**src/verilog/wafe_pkg.sv**
```systemverilog
// package: constants, register map and carrier types of the wideband adc input front end
// Function
// - channels 0 to 3 each pick port A or port B on their own
// - channels 4 to 7 each pick port C or port D on their own
// - each port carries a 14-bit two's complement mantissa and 3-bit unsigned exponent
// - a port sample is captured on its port clock's rising edge, which steps its channels
// - ports A and B follow the first port clock, ports C and D the second
// - each port has a qualifier; modes are falling, rising, level high, blank on low
// - level-high mode accepts samples only while the qualifier is high
// - falling mode accepts on the first port clock edge after qualifier goes low
// - rising mode accepts on the port clock edge after qualifier goes high
// - blank mode replaces the sample with zero whenever the qualifier is low
// - transition modes accept only the qualifying edge and ignore all others
// - every port clock edge still yields a new computation step downstream
// - latency equals resampling decimation times (integrator decimation plus 7) plus taps plus 26
// - interleaved data: one channel falling, another rising, qualifier from converter select
package wafe_pkg;
    localparam int          NUM_PORTS      = 4;
    localparam int          NUM_CHANS      = 8;
    localparam int          MANT_W         = 14;
    localparam int          EXP_W          = 3;
    localparam int          FIFO_DEPTH     = 8;
    // apb byte offsets
    localparam logic [7:0]  ADDR_CHAN_CFG  = 8'h00;
    localparam logic [7:0]  ADDR_LAT_CFG   = 8'h04;
    localparam logic [7:0]  ADDR_LATENCY   = 8'h08;
    localparam logic [7:0]  ADDR_MON_CFG   = 8'h0c;
    localparam logic [7:0]  ADDR_STATUS    = 8'h10;
    // channel config: 4 bits per channel, bit0 port pick, bits 2:1 mode
    localparam int          CFG_FIELD_W    = 4;
    localparam int          CFG_SEL_BIT    = 0;
    localparam int          CFG_MODE_LSB   = 1;
    localparam logic [31:0] CHAN_CFG_RST   = 32'h44444444;
    // latency config fields
    localparam int          LAT_MR_LSB     = 0;
    localparam int          LAT_MC_LSB     = 8;
    localparam int          LAT_TAPS_LSB   = 16;
    localparam int          LAT_FIELD_W    = 8;
    localparam logic [31:0] LAT_CFG_RST    = 32'h00010101;
    localparam logic [16:0] LAT_CIC_ADD    = 17'h00007;
    localparam logic [17:0] LAT_FIXED_ADD  = 18'h0001a;
    // status fields
    localparam int          ST_OVF_BIT     = 0;
    localparam int          ST_LEVEL_LSB   = 8;

    typedef enum logic [1:0] {
        WAFE_MODE_FALL  = 2'h0,
        WAFE_MODE_RISE  = 2'h1,
        WAFE_MODE_HIGH  = 2'h2,
        WAFE_MODE_BLANK = 2'h3
    } wafe_mode_e;

    typedef struct packed {
        logic signed [MANT_W-1:0] mant;
        logic        [EXP_W-1:0]  expo;
    } wafe_sample_s;

    typedef struct packed {
        logic [2:0]   chan;
        wafe_sample_s sample;
    } wafe_mon_s;
endpackage
```
**src/verilog/wafe_front_end.sv**
```systemverilog
// design: fifo and the wideband adc input front end top
`timescale 1ns/1ps
`default_nettype none

module wafe_fifo #(
    parameter int WIDTH = 20,
    parameter int DEPTH = 8
) (
    // clock and reset
    input  wire logic             i_mclk,
    input  wire logic             i_resetn,
    // fill side
    input  wire logic             i_in_valid,
    output logic                  o_in_ready,
    input  wire logic [WIDTH-1:0] i_in_data,
    // drain side
    output logic                  o_out_valid,
    input  wire logic             i_out_ready,
    output logic      [WIDTH-1:0] o_out_data,
    // fill level
    output logic [$clog2(DEPTH):0] o_level
);
    localparam int AW = $clog2(DEPTH);
    initial begin
        if (DEPTH < 2 || (1 << AW) != DEPTH) begin
            $error("wafe_fifo depth must be a power of two, at least 2");
        end
    end

    logic [WIDTH-1:0] mem [DEPTH];
    logic [AW:0]      wr_ptr;
    logic [AW:0]      rd_ptr;
    logic             push;
    logic             pop;

    assign o_level     = wr_ptr - rd_ptr;
    assign o_in_ready  = (o_level != DEPTH[AW:0]);
    assign o_out_valid = (o_level != '0);
    assign push        = i_in_valid && o_in_ready;
    assign pop         = o_out_valid && i_out_ready;
    assign o_out_data  = mem[rd_ptr[AW-1:0]];

    always_ff @(posedge i_mclk or negedge i_resetn) begin
        if (!i_resetn) begin
            wr_ptr <= '0;
        end else if (push) begin
            wr_ptr <= wr_ptr + 1'b1;
        end
    end

    always_ff @(posedge i_mclk or negedge i_resetn) begin
        if (!i_resetn) begin
            rd_ptr <= '0;
        end else if (pop) begin
            rd_ptr <= rd_ptr + 1'b1;
        end
    end

    // storage needs no reset; valid flags guard reads
    always_ff @(posedge i_mclk) begin
        if (push) begin
            mem[wr_ptr[AW-1:0]] <= i_in_data;
        end
    end
endmodule

module wafe_front_end #(
    parameter int NUM_CHANS = wafe_pkg::NUM_CHANS
) (
    // clock and reset
    input  wire logic                  i_mclk,
    input  wire logic                  i_resetn,
    // apb slave
    input  wire logic                  i_psel,
    input  wire logic                  i_penable,
    input  wire logic                  i_pwrite,
    input  wire logic [7:0]            i_paddr,
    input  wire logic [31:0]           i_pwdata,
    output logic                       o_pready,
    output logic                       o_pslverr,
    output logic [31:0]                o_prdata,
    // adc input ports A to D
    input  wire logic                  i_clock_ports_ab,
    input  wire logic                  i_clock_ports_cd,
    input  wire wafe_pkg::wafe_sample_s [3:0] i_port_sample,
    input  wire logic [3:0]            i_port_sample_qualifier,
    // per-channel sample outputs
    output wafe_pkg::wafe_sample_s [7:0] o_chan_sample,
    output logic [7:0]                 o_chan_accept,
    output logic [7:0]                 o_chan_compute,
    // monitor stream
    output logic                       o_mon_valid,
    input  wire logic                  i_mon_ready,
    output wafe_pkg::wafe_mon_s        o_mon_data,
    output logic                       o_mon_in_ready
);
    initial begin
        if (NUM_CHANS != wafe_pkg::NUM_CHANS) begin
            $error("wafe_front_end serves exactly eight channels");
        end
    end

    localparam int LW = $clog2(wafe_pkg::FIFO_DEPTH);

    logic [31:0]         chan_cfg;
    logic [31:0]         lat_cfg;
    logic [31:0]         latency;
    logic [2:0]          mon_chan;
    logic                overflow;
    logic [31:0]         next_latency;
    logic                clk_ab_prev;
    logic                clk_cd_prev;
    logic                tick_ab;
    logic                tick_cd;
    logic [3:0]          qual_prev;
    logic [3:0]          port_tick;
    logic [3:0]          act_cfg [8];
    logic [1:0]          src_idx [8];
    logic [7:0]          chan_tick;
    logic [7:0]          acc_c;
    logic [7:0]          zero_c;
    wafe_pkg::wafe_sample_s src_sample [8];
    wafe_pkg::wafe_mon_s mon_in;
    logic                mon_push;
    logic [LW:0]         mon_level;
    logic                wr_en;
    logic                rd_en;

    // apb: zero-wait slave
    assign o_pready = 1'b1;
    assign wr_en    = i_psel && i_penable && i_pwrite;
    assign rd_en    = i_psel && !i_pwrite;

    always_ff @(posedge i_mclk or negedge i_resetn) begin
        if (!i_resetn) begin
            chan_cfg <= wafe_pkg::CHAN_CFG_RST;
        end else if (wr_en && i_paddr == wafe_pkg::ADDR_CHAN_CFG) begin
            chan_cfg <= i_pwdata;
        end
    end

    always_ff @(posedge i_mclk or negedge i_resetn) begin
        if (!i_resetn) begin
            lat_cfg <= wafe_pkg::LAT_CFG_RST;
        end else if (wr_en && i_paddr == wafe_pkg::ADDR_LAT_CFG) begin
            lat_cfg <= {8'h00, i_pwdata[23:0]};
        end
    end

    always_ff @(posedge i_mclk or negedge i_resetn) begin
        if (!i_resetn) begin
            mon_chan <= 3'h0;
        end else if (wr_en && i_paddr == wafe_pkg::ADDR_MON_CFG) begin
            mon_chan <= i_pwdata[2:0];
        end
    end

    // overflow sticky, write one to clear; a new loss wins over the clear
    always_ff @(posedge i_mclk or negedge i_resetn) begin
        if (!i_resetn) begin
            overflow <= 1'b0;
        end else if (mon_push && !o_mon_in_ready) begin
            overflow <= 1'b1;
        end else if (wr_en && i_paddr == wafe_pkg::ADDR_STATUS && i_pwdata[wafe_pkg::ST_OVF_BIT]) begin
            overflow <= 1'b0;
        end
    end

    always_comb begin
        o_pslverr = 1'b0;
        o_prdata  = 32'h00000000;
        unique case (i_paddr)
            wafe_pkg::ADDR_CHAN_CFG: o_prdata = chan_cfg;
            wafe_pkg::ADDR_LAT_CFG:  o_prdata = lat_cfg;
            wafe_pkg::ADDR_LATENCY:  o_prdata = latency;
            wafe_pkg::ADDR_MON_CFG:  o_prdata = {29'h00000000, mon_chan};
            wafe_pkg::ADDR_STATUS: begin
                o_prdata[wafe_pkg::ST_OVF_BIT] = overflow;
                o_prdata[wafe_pkg::ST_LEVEL_LSB +: LW+1] = mon_level;
            end
            default:                 o_pslverr = i_psel && i_penable;
        endcase
        if (!rd_en) begin
            o_prdata = 32'h00000000;
        end
    end

    // end-to-end latency in fast clock cycles
    always_comb begin
        logic [7:0]  mr;
        logic [16:0] mc7;
        logic [17:0] prod;
        mr   = lat_cfg[wafe_pkg::LAT_MR_LSB +: wafe_pkg::LAT_FIELD_W];
        mc7  = {9'h000, lat_cfg[wafe_pkg::LAT_MC_LSB +: wafe_pkg::LAT_FIELD_W]} + wafe_pkg::LAT_CIC_ADD;
        prod = 18'(mr * mc7);
        next_latency = {14'h0000, 18'(prod + {10'h000, lat_cfg[wafe_pkg::LAT_TAPS_LSB +: wafe_pkg::LAT_FIELD_W]}
                        + wafe_pkg::LAT_FIXED_ADD)};
    end

    always_ff @(posedge i_mclk or negedge i_resetn) begin
        if (!i_resetn) begin
            latency <= 32'h00000000;
        end else begin
            latency <= next_latency;
        end
    end

    // port clocks arrive synchronous to i_mclk; their rising edges become enables
    always_ff @(posedge i_mclk or negedge i_resetn) begin
        if (!i_resetn) begin
            clk_ab_prev <= 1'b0;
            clk_cd_prev <= 1'b0;
        end else begin
            clk_ab_prev <= i_clock_ports_ab;
            clk_cd_prev <= i_clock_ports_cd;
        end
    end

    assign tick_ab   = i_clock_ports_ab && !clk_ab_prev;
    assign tick_cd   = i_clock_ports_cd && !clk_cd_prev;
    assign port_tick = {tick_cd, tick_cd, tick_ab, tick_ab};

    // qualifier history kept per port at its own port clock
    always_ff @(posedge i_mclk or negedge i_resetn) begin
        if (!i_resetn) begin
            qual_prev <= 4'h0;
        end else begin
            for (int p = 0; p < wafe_pkg::NUM_PORTS; p++) begin
                if (port_tick[p]) begin
                    qual_prev[p] <= i_port_sample_qualifier[p];
                end
            end
        end
    end

    for (genvar c = 0; c < 8; c++) begin : g_chan
        wafe_pkg::wafe_mode_e mode;
        logic                 cur_q;
        logic                 old_q;

        assign chan_tick[c]  = (c < 4) ? tick_ab : tick_cd;
        // lower half reaches A/B only, upper half C/D only
        assign src_idx[c]    = {(c >= 4) ? 1'b1 : 1'b0, act_cfg[c][wafe_pkg::CFG_SEL_BIT]};
        assign src_sample[c] = i_port_sample[src_idx[c]];
        assign mode          = wafe_pkg::wafe_mode_e'(act_cfg[c][wafe_pkg::CFG_MODE_LSB +: 2]);
        assign cur_q         = i_port_sample_qualifier[src_idx[c]];
        assign old_q         = qual_prev[src_idx[c]];

        always_comb begin
            zero_c[c] = 1'b0;
            acc_c[c]  = 1'b0;
            unique case (mode)
                wafe_pkg::WAFE_MODE_FALL:  acc_c[c] = old_q && !cur_q;
                wafe_pkg::WAFE_MODE_RISE:  acc_c[c] = !old_q && cur_q;
                wafe_pkg::WAFE_MODE_HIGH:  acc_c[c] = cur_q;
                wafe_pkg::WAFE_MODE_BLANK: begin
                    acc_c[c]  = 1'b1;
                    zero_c[c] = !cur_q;
                end
            endcase
        end

        // new selection and mode applied only at the channel's next port clock
        always_ff @(posedge i_mclk or negedge i_resetn) begin
            if (!i_resetn) begin
                act_cfg[c] <= wafe_pkg::CHAN_CFG_RST[c*4 +: 4];
            end else if (chan_tick[c]) begin
                act_cfg[c] <= chan_cfg[c*wafe_pkg::CFG_FIELD_W +: wafe_pkg::CFG_FIELD_W];
            end
        end

        always_ff @(posedge i_mclk or negedge i_resetn) begin
            if (!i_resetn) begin
                o_chan_sample[c] <= '0;
            end else if (chan_tick[c] && acc_c[c]) begin
                o_chan_sample[c] <= zero_c[c] ? '0 : src_sample[c];
            end
        end

        always_ff @(posedge i_mclk or negedge i_resetn) begin
            if (!i_resetn) begin
                o_chan_accept[c]  <= 1'b0;
                o_chan_compute[c] <= 1'b0;
            end else begin
                o_chan_accept[c]  <= chan_tick[c] && acc_c[c];
                o_chan_compute[c] <= chan_tick[c];
            end
        end
    end

    // monitor: accepted samples of one chosen channel; a full fifo drops and flags
    assign mon_push      = o_chan_accept[mon_chan];
    assign mon_in.chan   = mon_chan;
    assign mon_in.sample = o_chan_sample[mon_chan];

    wafe_fifo #(
        .WIDTH ($bits(wafe_pkg::wafe_mon_s)),
        .DEPTH (wafe_pkg::FIFO_DEPTH)
    ) u_mon_fifo (
        .i_mclk      (i_mclk),
        .i_resetn    (i_resetn),
        .i_in_valid  (mon_push),
        .o_in_ready  (o_mon_in_ready),
        .i_in_data   (mon_in),
        .o_out_valid (o_mon_valid),
        .i_out_ready (i_mon_ready),
        .o_out_data  (o_mon_data),
        .o_level     (mon_level)
    );
endmodule

`default_nettype wire

```
**config.mk**
```make
export PLATFORM = sky130hd
export DESIGN_NAME = wafe_front_end
export DESIGN_NICKNAME = d
export VERILOG_FILES = /design/src/verilog/wafe_pkg.sv /design/src/verilog/wafe_front_end.sv
export SDC_FILE = /design/constraint.sdc
export NUM_CORES = 1
export LEC_CHECK = 0
export ABC_AREA = 1
export CORE_MARGIN = 5
export CORE_UTILIZATION = 58
export DETAILED_ROUTE_END_ITERATION = 16
export DONT_BUFFER_PORTS = 1
export GPL_TIMING_DRIVEN = 0
export MAX_ROUTING_LAYER = met4
export PLACE_DENSITY = 0.81
export SLEW_MARGIN = 20
export SYNTH_ARGS = -nofsm -noshare
export SYNTH_HDL_FRONTEND = slang
export SYNTH_SLANG_ARGS = --single-unit
```
**constraint.sdc**
```tcl
create_clock -name i_mclk -period 5.3 [get_ports i_mclk]
set_input_delay 0.265 -clock i_mclk [delete_from_list [all_inputs] [get_ports i_mclk]]
set_output_delay 0.265 -clock i_mclk [all_outputs]
set_load 0.02 [all_outputs]
```
==> results of run 1 <==
## sequential cells by signal (all words and copies together), names as in the netlist, 8 cells and up
name / count
chan_cfg: 32
o_chan_sample: 136
latency: 18
act_cfg: 24
u_mon_fifo.mem: 160
lat_cfg: 24
o_chan_accept: 8
## how the worst max path moves through the flow
stage	startpoint	end	slack [ps]	cells after the start
2_1_floorplan	lat_cfg[8]	latency[17]	420	24
3_3_place_gp	lat_cfg[8]	latency[14]	-680	22
3_5_place_dp	lat_cfg[8]	latency[14]	-680	22
4_1_cts	lat_cfg[8]	latency[10]	9	22
5_1_grt	lat_cfg[8]	latency[17]	-5	22
6_report	lat_cfg[8]	latency[17]	150	23
## area by class of cell
class / instances / area, sq um
antenna: 5 / 12.5
clock buffer: 57 / 1250
inverter: 249 / 935
sequential: 422 / 11400
clock inverter: 25 / 348
timing repair buffer: 69 / 701
multi-input combinational: 2163 / 11400
buffer: 152 / 800
fill: 3511 / 14200
tap: 539 / 674
## cell usage after synthesis, types with 20 or more instances
cell        n  area (sq um)
nand2_1   985          3700
o21ai_0   310          1550
nor2_1    285          1070
dfrtp_1   243          6080
inv_1     222           833
edfxtp_1  160          4800
nand3b_1  138          1040
clkbuf_1   97           364
nand3_1    81           405
o22ai_1    74           463
o21ai_1    60           300
ha_1       59           738
fa_1       53          1060
a21oi_1    36           180
inv_2      25          93.8
buf_4      20           150
## metrics by stage
| step | power (mW) | instance area (sq um) | setup WS (ps) |
|---|---|---|---|
| finish | 14.4 | 27500 | 148 |
| global route | 15.2 | 27500 | -5.01 |
| CTS | 14.0 | 27400 | 9.50 |
| detailed placement | 10.4 | 25100 | -680 |
| global placement | 10.3 | 25000 | -676 |
| floorplan | 8.59 | 24300 | 418 |
## what timing repair did
item / CTS / global route
endpoints found under the hold margin: 365 / 262
buffers inserted: 3 / 5
gates cloned: 0 / 0
pin swaps: 0 / 7
resized for setup: 13 / 22
setup endpoints to repair: 13 / 11
## where the power goes
part / leakage (nW) / internal, mW / switching [mW]
combinational: 7.67 / 2.08 / 3.86
sequential: 4.58 / 3.96 / 1.10
clock: 0.775 / 2.02 / 1.37
## layer usage
layer / track usage, % / up-vias / part of all wire (%) / wire length [um]
met5: - / - / 0 / 0
met4: 16.1 / 0 / 5.4 / 4610
met3: 8.99 / 272 / 8.7 / 7400
met2: 61.4 / 1067 / 49 / 41500
met1: 42.5 / 10600 / 37 / 31300
li1: - / 9947 / - / -
## critical path, cell delays in order (launching register included)
cell and delay [ps]:
dfstp_2 550, inv_2 80, ha_2 220, a21oi_4 210, nand2_1 120, o21ai_2 140, nand2_2 90, inv_2 120
nand2_1 90, fa_1 540, inv_1 60, fa_1 580, fa_1 430, fa_1 450, ha_1 340, ha_4 260
nand2_1 60, nand2_1 130, a21oi_2 150, nand2_2 140, nand2_1 110, nand2_1 50, nand2_1 50, nand2_1 50
## logic make-up after synthesis
| group | share of synthesized area [%] |
|---|---|
| AO/OA/AOI/OAI | 11.2 |
| XOR/XNOR | 0.427 |
| adder cells (fa/ha/maj) | 7.40 |
| buffers and inverters | 7.15 |
| flip-flops | 46.8 |
| other | 0.0154 |
| AND/OR/NAND/NOR | 27.0 |
==> metrics.txt, run 1 <==
die extent in y between 200 and 250 um; synthesized net count 3219; worst hold slack -626 ps; Syn Area/Cell about 8 sq um; later-pin clock latency in the skew report 590 ps; Post-Syn Instances around 3000; share of layout cells above drive strength 1 under 10%; PortBufs 0; Hold/Removal Path Class in2async; count of hold buffers inserted by post-cts repair 55; power per cell area between 500 and 600 nW/um^2; Top FF cell, synth dfrtp_1; initial antenna violation count 5; num ports 328; final HPWL from detailed placement between 60 and 70 mm; Max Cap Viol 0; x dimension of the die ~210 um; Core Rows 75; htree depth 2; Fin. Hold Viols between 200 and 300; vias in the first global route approximately 22000; DR vias between 20000 and 25000; failing checks hold timing; Pins Over Slew Limit 0; initial drt markers about 2200; first-pass GRT wire length ~130 mm; Max clock buf depth 3; status complete, but fails checks; DRT Pass-1 Iters 6; Congestion Overflow GR 0; synth warn 0; WL/cell between 20 and 25 um; Yosys reg bits between 400 and 500; startpoint types register; Setup violations, final 0; worst-path maximum fanout 6; vias per cell a little under 6; Area Growth Syn to Fin 13.1%; Slew @ Worst Pin between 800 and 900 ps; commonest non-fill, non-tap cells in the layout 977 x nand2_1, 308 x o21ai_0, 275 x nor2_1, 243 x dfrtp_1, 219 x inv_1; Crit Path Class reg2reg; number of flops mapped to enable cells by yosys between 150 and 200; Non-Filler Instances roughly 3700; clock skew between 20 and 25 ps; Initial Utilization about 58%; Worst Path Arrival approximately 5600 ps; Worst R2R End latency[17]; GRT Resource Usage Total between 30 and 40%; Lkg Pwr about 13 nW; reg2reg setup slack between 100 and 150 ps; clock sinks 422; WL final between 80 and 90 mm; post-synth cell types 35; CTS tree done; Worst VDD drop roughly 0.56 mV; DRC viols 0; Final GP Congestion between 1 and 1.5; Slew HR 45.9%; post-route core utilization 65.9%; register area share after synthesis ~47%; clock-pin slew of the registers on the worst-case setup and hold paths around 60 ps; Syn Std Cell Area 24300 sq um; Post-synth ARST share 62.1%; CP Capture Type register; Reg-to-Reg Start lat_cfg[8]; placed insts ~3500; clock root buffer clkbuf_16; Antenna Nets Post-Route 0; commonest non-fill, non-tap cell in the layout nand2_1; FF-to-FF path depth 23; setup TNS 0 ps; pin count of the biggest net entering global routing roughly 260; Final #Nets between 3000 and 4000; Max Fclk ~190 MHz; WP data required a little under 6000 ps; Num CTS Buffers between 40 and 50; Core Region 41800 sq um; Die Area about 46000 sq um; post-route clock period utilization 97.2%; Final min period ~5200 ps
No activity file was read; power rests on OpenSTA's default activity.
==> inputs of run 2 (changes only) <==
==> constraint.sdc (replaced) <==
create_clock -name i_mclk -period 5.3 [get_ports i_mclk]
set_input_delay 1.06 -clock i_mclk [delete_from_list [all_inputs] [get_ports i_mclk]]
set_output_delay 1.06 -clock i_mclk [all_outputs]
set_load 0.02 [all_outputs]
==> metrics.txt, run 2 (synthesis gave the netlist of run 1 again) <==
status finished clean; Area Growth Syn to Fin 10.8%; Core Rows 75 (unchanged); Crit path largest cell delay 580 ps (about the same); WP data required 5770 ps (about the same); clock-pin slew of the registers on the worst-case setup and hold paths 60 ps (about the same); Die Area 46100 sq um (unchanged); x dimension of the die 215 um (unchanged); Final #Nets 3278 (-1.7%); CP max stage cell fa_1; Slew HR 45.2% (-0.66 points); final HPWL from detailed placement 64.4 mm (unchanged); setup TNS 0 ps (unchanged); Max clock buf depth 3 (unchanged); power per cell area 532 nW/um^2 (+1.7%); first-pass GRT wire length 127 mm (-1.5%); Final min period 5150 ps (-1.47 ps); Worst Path Arrival 5620 ps (about the same); clock sinks 422 (unchanged); Max Cap Viol 0 (unchanged); later-pin clock latency in the skew report 590 ps (about the same); crit-path most repeated cell nand2_1; post-route clock period utilization 97.2% (about the same); Slew @ Worst Pin 822 ps (+9.87 ps); initial drt markers 2117 (-4.7%); Hold/Removal Path Class in2async; Fin. Hold Viols 0 (-100%); Final GP Congestion 1.05 (unchanged); overall power 14.3 mW (-0.40%); CTS tree done; initial antenna violation count 3 (-2); die extent in y 215 um (unchanged); Reg-to-Reg Start lat_cfg[8]; DRT Pass-1 Iters 8 (+2); Initial Utilization 58.3% (unchanged); Lkg Pwr 12.8 nW (-1.8%); FF-to-FF path depth 23 (unchanged); Worst VDD drop 0.557 mV (-0.74%); Antenna Nets Post-Route 0 (unchanged); Core Region 41800 sq um (unchanged); Max Fclk 194 MHz (about the same); CP Capture Type register; Crit Path Class reg2reg; max FFs per register 160 (unchanged); crit path cell chain inv_2 > ha_2 > a21oi_4 > nand2_1 > o21ai_2 > nand2_2 > inv_2 > nand2_1 > fa_1 > inv_1 > fa_1 > fa_1 > fa_1 > ha_1 > ha_4 > nand2_1 > nand2_1 > a21oi_2 > nand2_2 > nand2_1 > nand2_1 > nand2_1 > nand2_1; clock skew 23.6 ps (+0.0506 ps); startpoint types register; # fillers 3562 (+1.5%); Num CTS Buffers 44 (unchanged); Crit path max-delay family adder cells; commonest non-fill, non-tap cells in the layout 977 x nand2_1, 308 x o21ai_0, 275 x nor2_1, 243 x dfrtp_1, 219 x inv_1; reg2reg setup slack 150 ps (about the same); DR vias 21500 (-1.5%); WL/cell 23.0 um (about the same); pin count of the biggest net entering global routing 263 (unchanged); DRC viols 0 (unchanged); worst-path maximum fanout 6 (unchanged); vias per cell 5.94 (about the same); PortBufs 0 (unchanged); htree depth 2 (unchanged); commonest non-fill, non-tap cell in the layout nand2_1; vias in the first global route 21300 (-1.6%); Worst R2R End latency[17]; share of layout cells above drive strength 1 8.83% (+0.15 points); Pins Over Slew Limit 0 (unchanged); clock root buffer clkbuf_16; Congestion Overflow GR 0 (unchanged); Crit. Startpoint lat_cfg[8]; Setup violations, final 0 (unchanged); WL final 83.5 mm (-1.6%); worst hold slack 170 ps (+797 ps); num ports 328 (unchanged); Buf/Inv on CP 3 (unchanged); GRT Resource Usage Total 36.3% (-0.52 points)
run 2: worst max path at each step:
stage / to / depth (start not counted)
detailed placement: latency[14] / 22
global placement: latency[14] / 22
global route: latency[17] / 22
CTS: latency[10] / 22
floorplan: latency[17] / 24
finish: latency[17] / 23
run 2: metal layers:
metal | vias to the layer above | wire, um | global-route usage [%]
li1 | 9842 | - | -
met1 | 10300 | 30400 | 42.0
met2 | 1088 | 40700 | 60.3
met3 | 266 | 7760 | 9.23
met4 | 0 | 4580 | 15.8
met5 | - | 0 | -
run 2: area by class of cell:
type | count | area (sq um) | area share (%)
clock inverter | 25 | 348 | 1.29
timing repair buffer | 14 | 150 | 0.557
sequential | 422 | 11400 | 42.2
multi-input combinational | 2163 | 11400 | 42.3
tap | 539 | 674 | 2.50
antenna | 3 | 7.51 | 0.0278
buffer | 152 | 800 | 2.96
clock buffer | 57 | 1250 | 4.64
inverter | 249 | 935 | 3.47
run 2: through the flow:
stage | setup WS (ps) | util (%) | area [sq um] | std cells
2_1_floorplan | 418 | - | 24300 | 2987
3_3_place_gp | -676 | 59.9 | 25000 | 3526
3_5_place_dp | -680 | 60.2 | 25100 | 3532
4_1_cts | 9.50 | 64.2 | 26800 | 3616
5_1_grt | -5.01 | 64.6 | 27000 | 3624
6_report | 149 | 64.6 | 27000 | 3624
run 2: repair_timing:
| item | 4_1_cts | 5_1_grt |
|---|---|---|
| resized for setup | 13 | 22 |
| buffers inserted | 3 | 5 |
| pin swaps | 0 | 7 |
| hold buffers | 0 | 0 |
| cloned | 0 | 0 |
| setup endpoints to repair | 13 | 11 |
run 2: worst register-to-register path, delay by kind of cell (launching register included):
kind | cells | cell delay, ps
adder cells (fa/ha/maj) | 7 | 2830
AND/OR/NAND/NOR | 10 | 900
buffers and inverters | 3 | 260
flip-flops | 1 | 550
AO/OA/AOI/OAI | 3 | 500
run 2: power breakdown:
group	total (mW)	internal, mW	switching [mW]
registers	5.06	3.96	1.10
clock network	3.39	2.02	1.36
logic	5.89	2.05	3.84
total	14.3	8.04	6.30
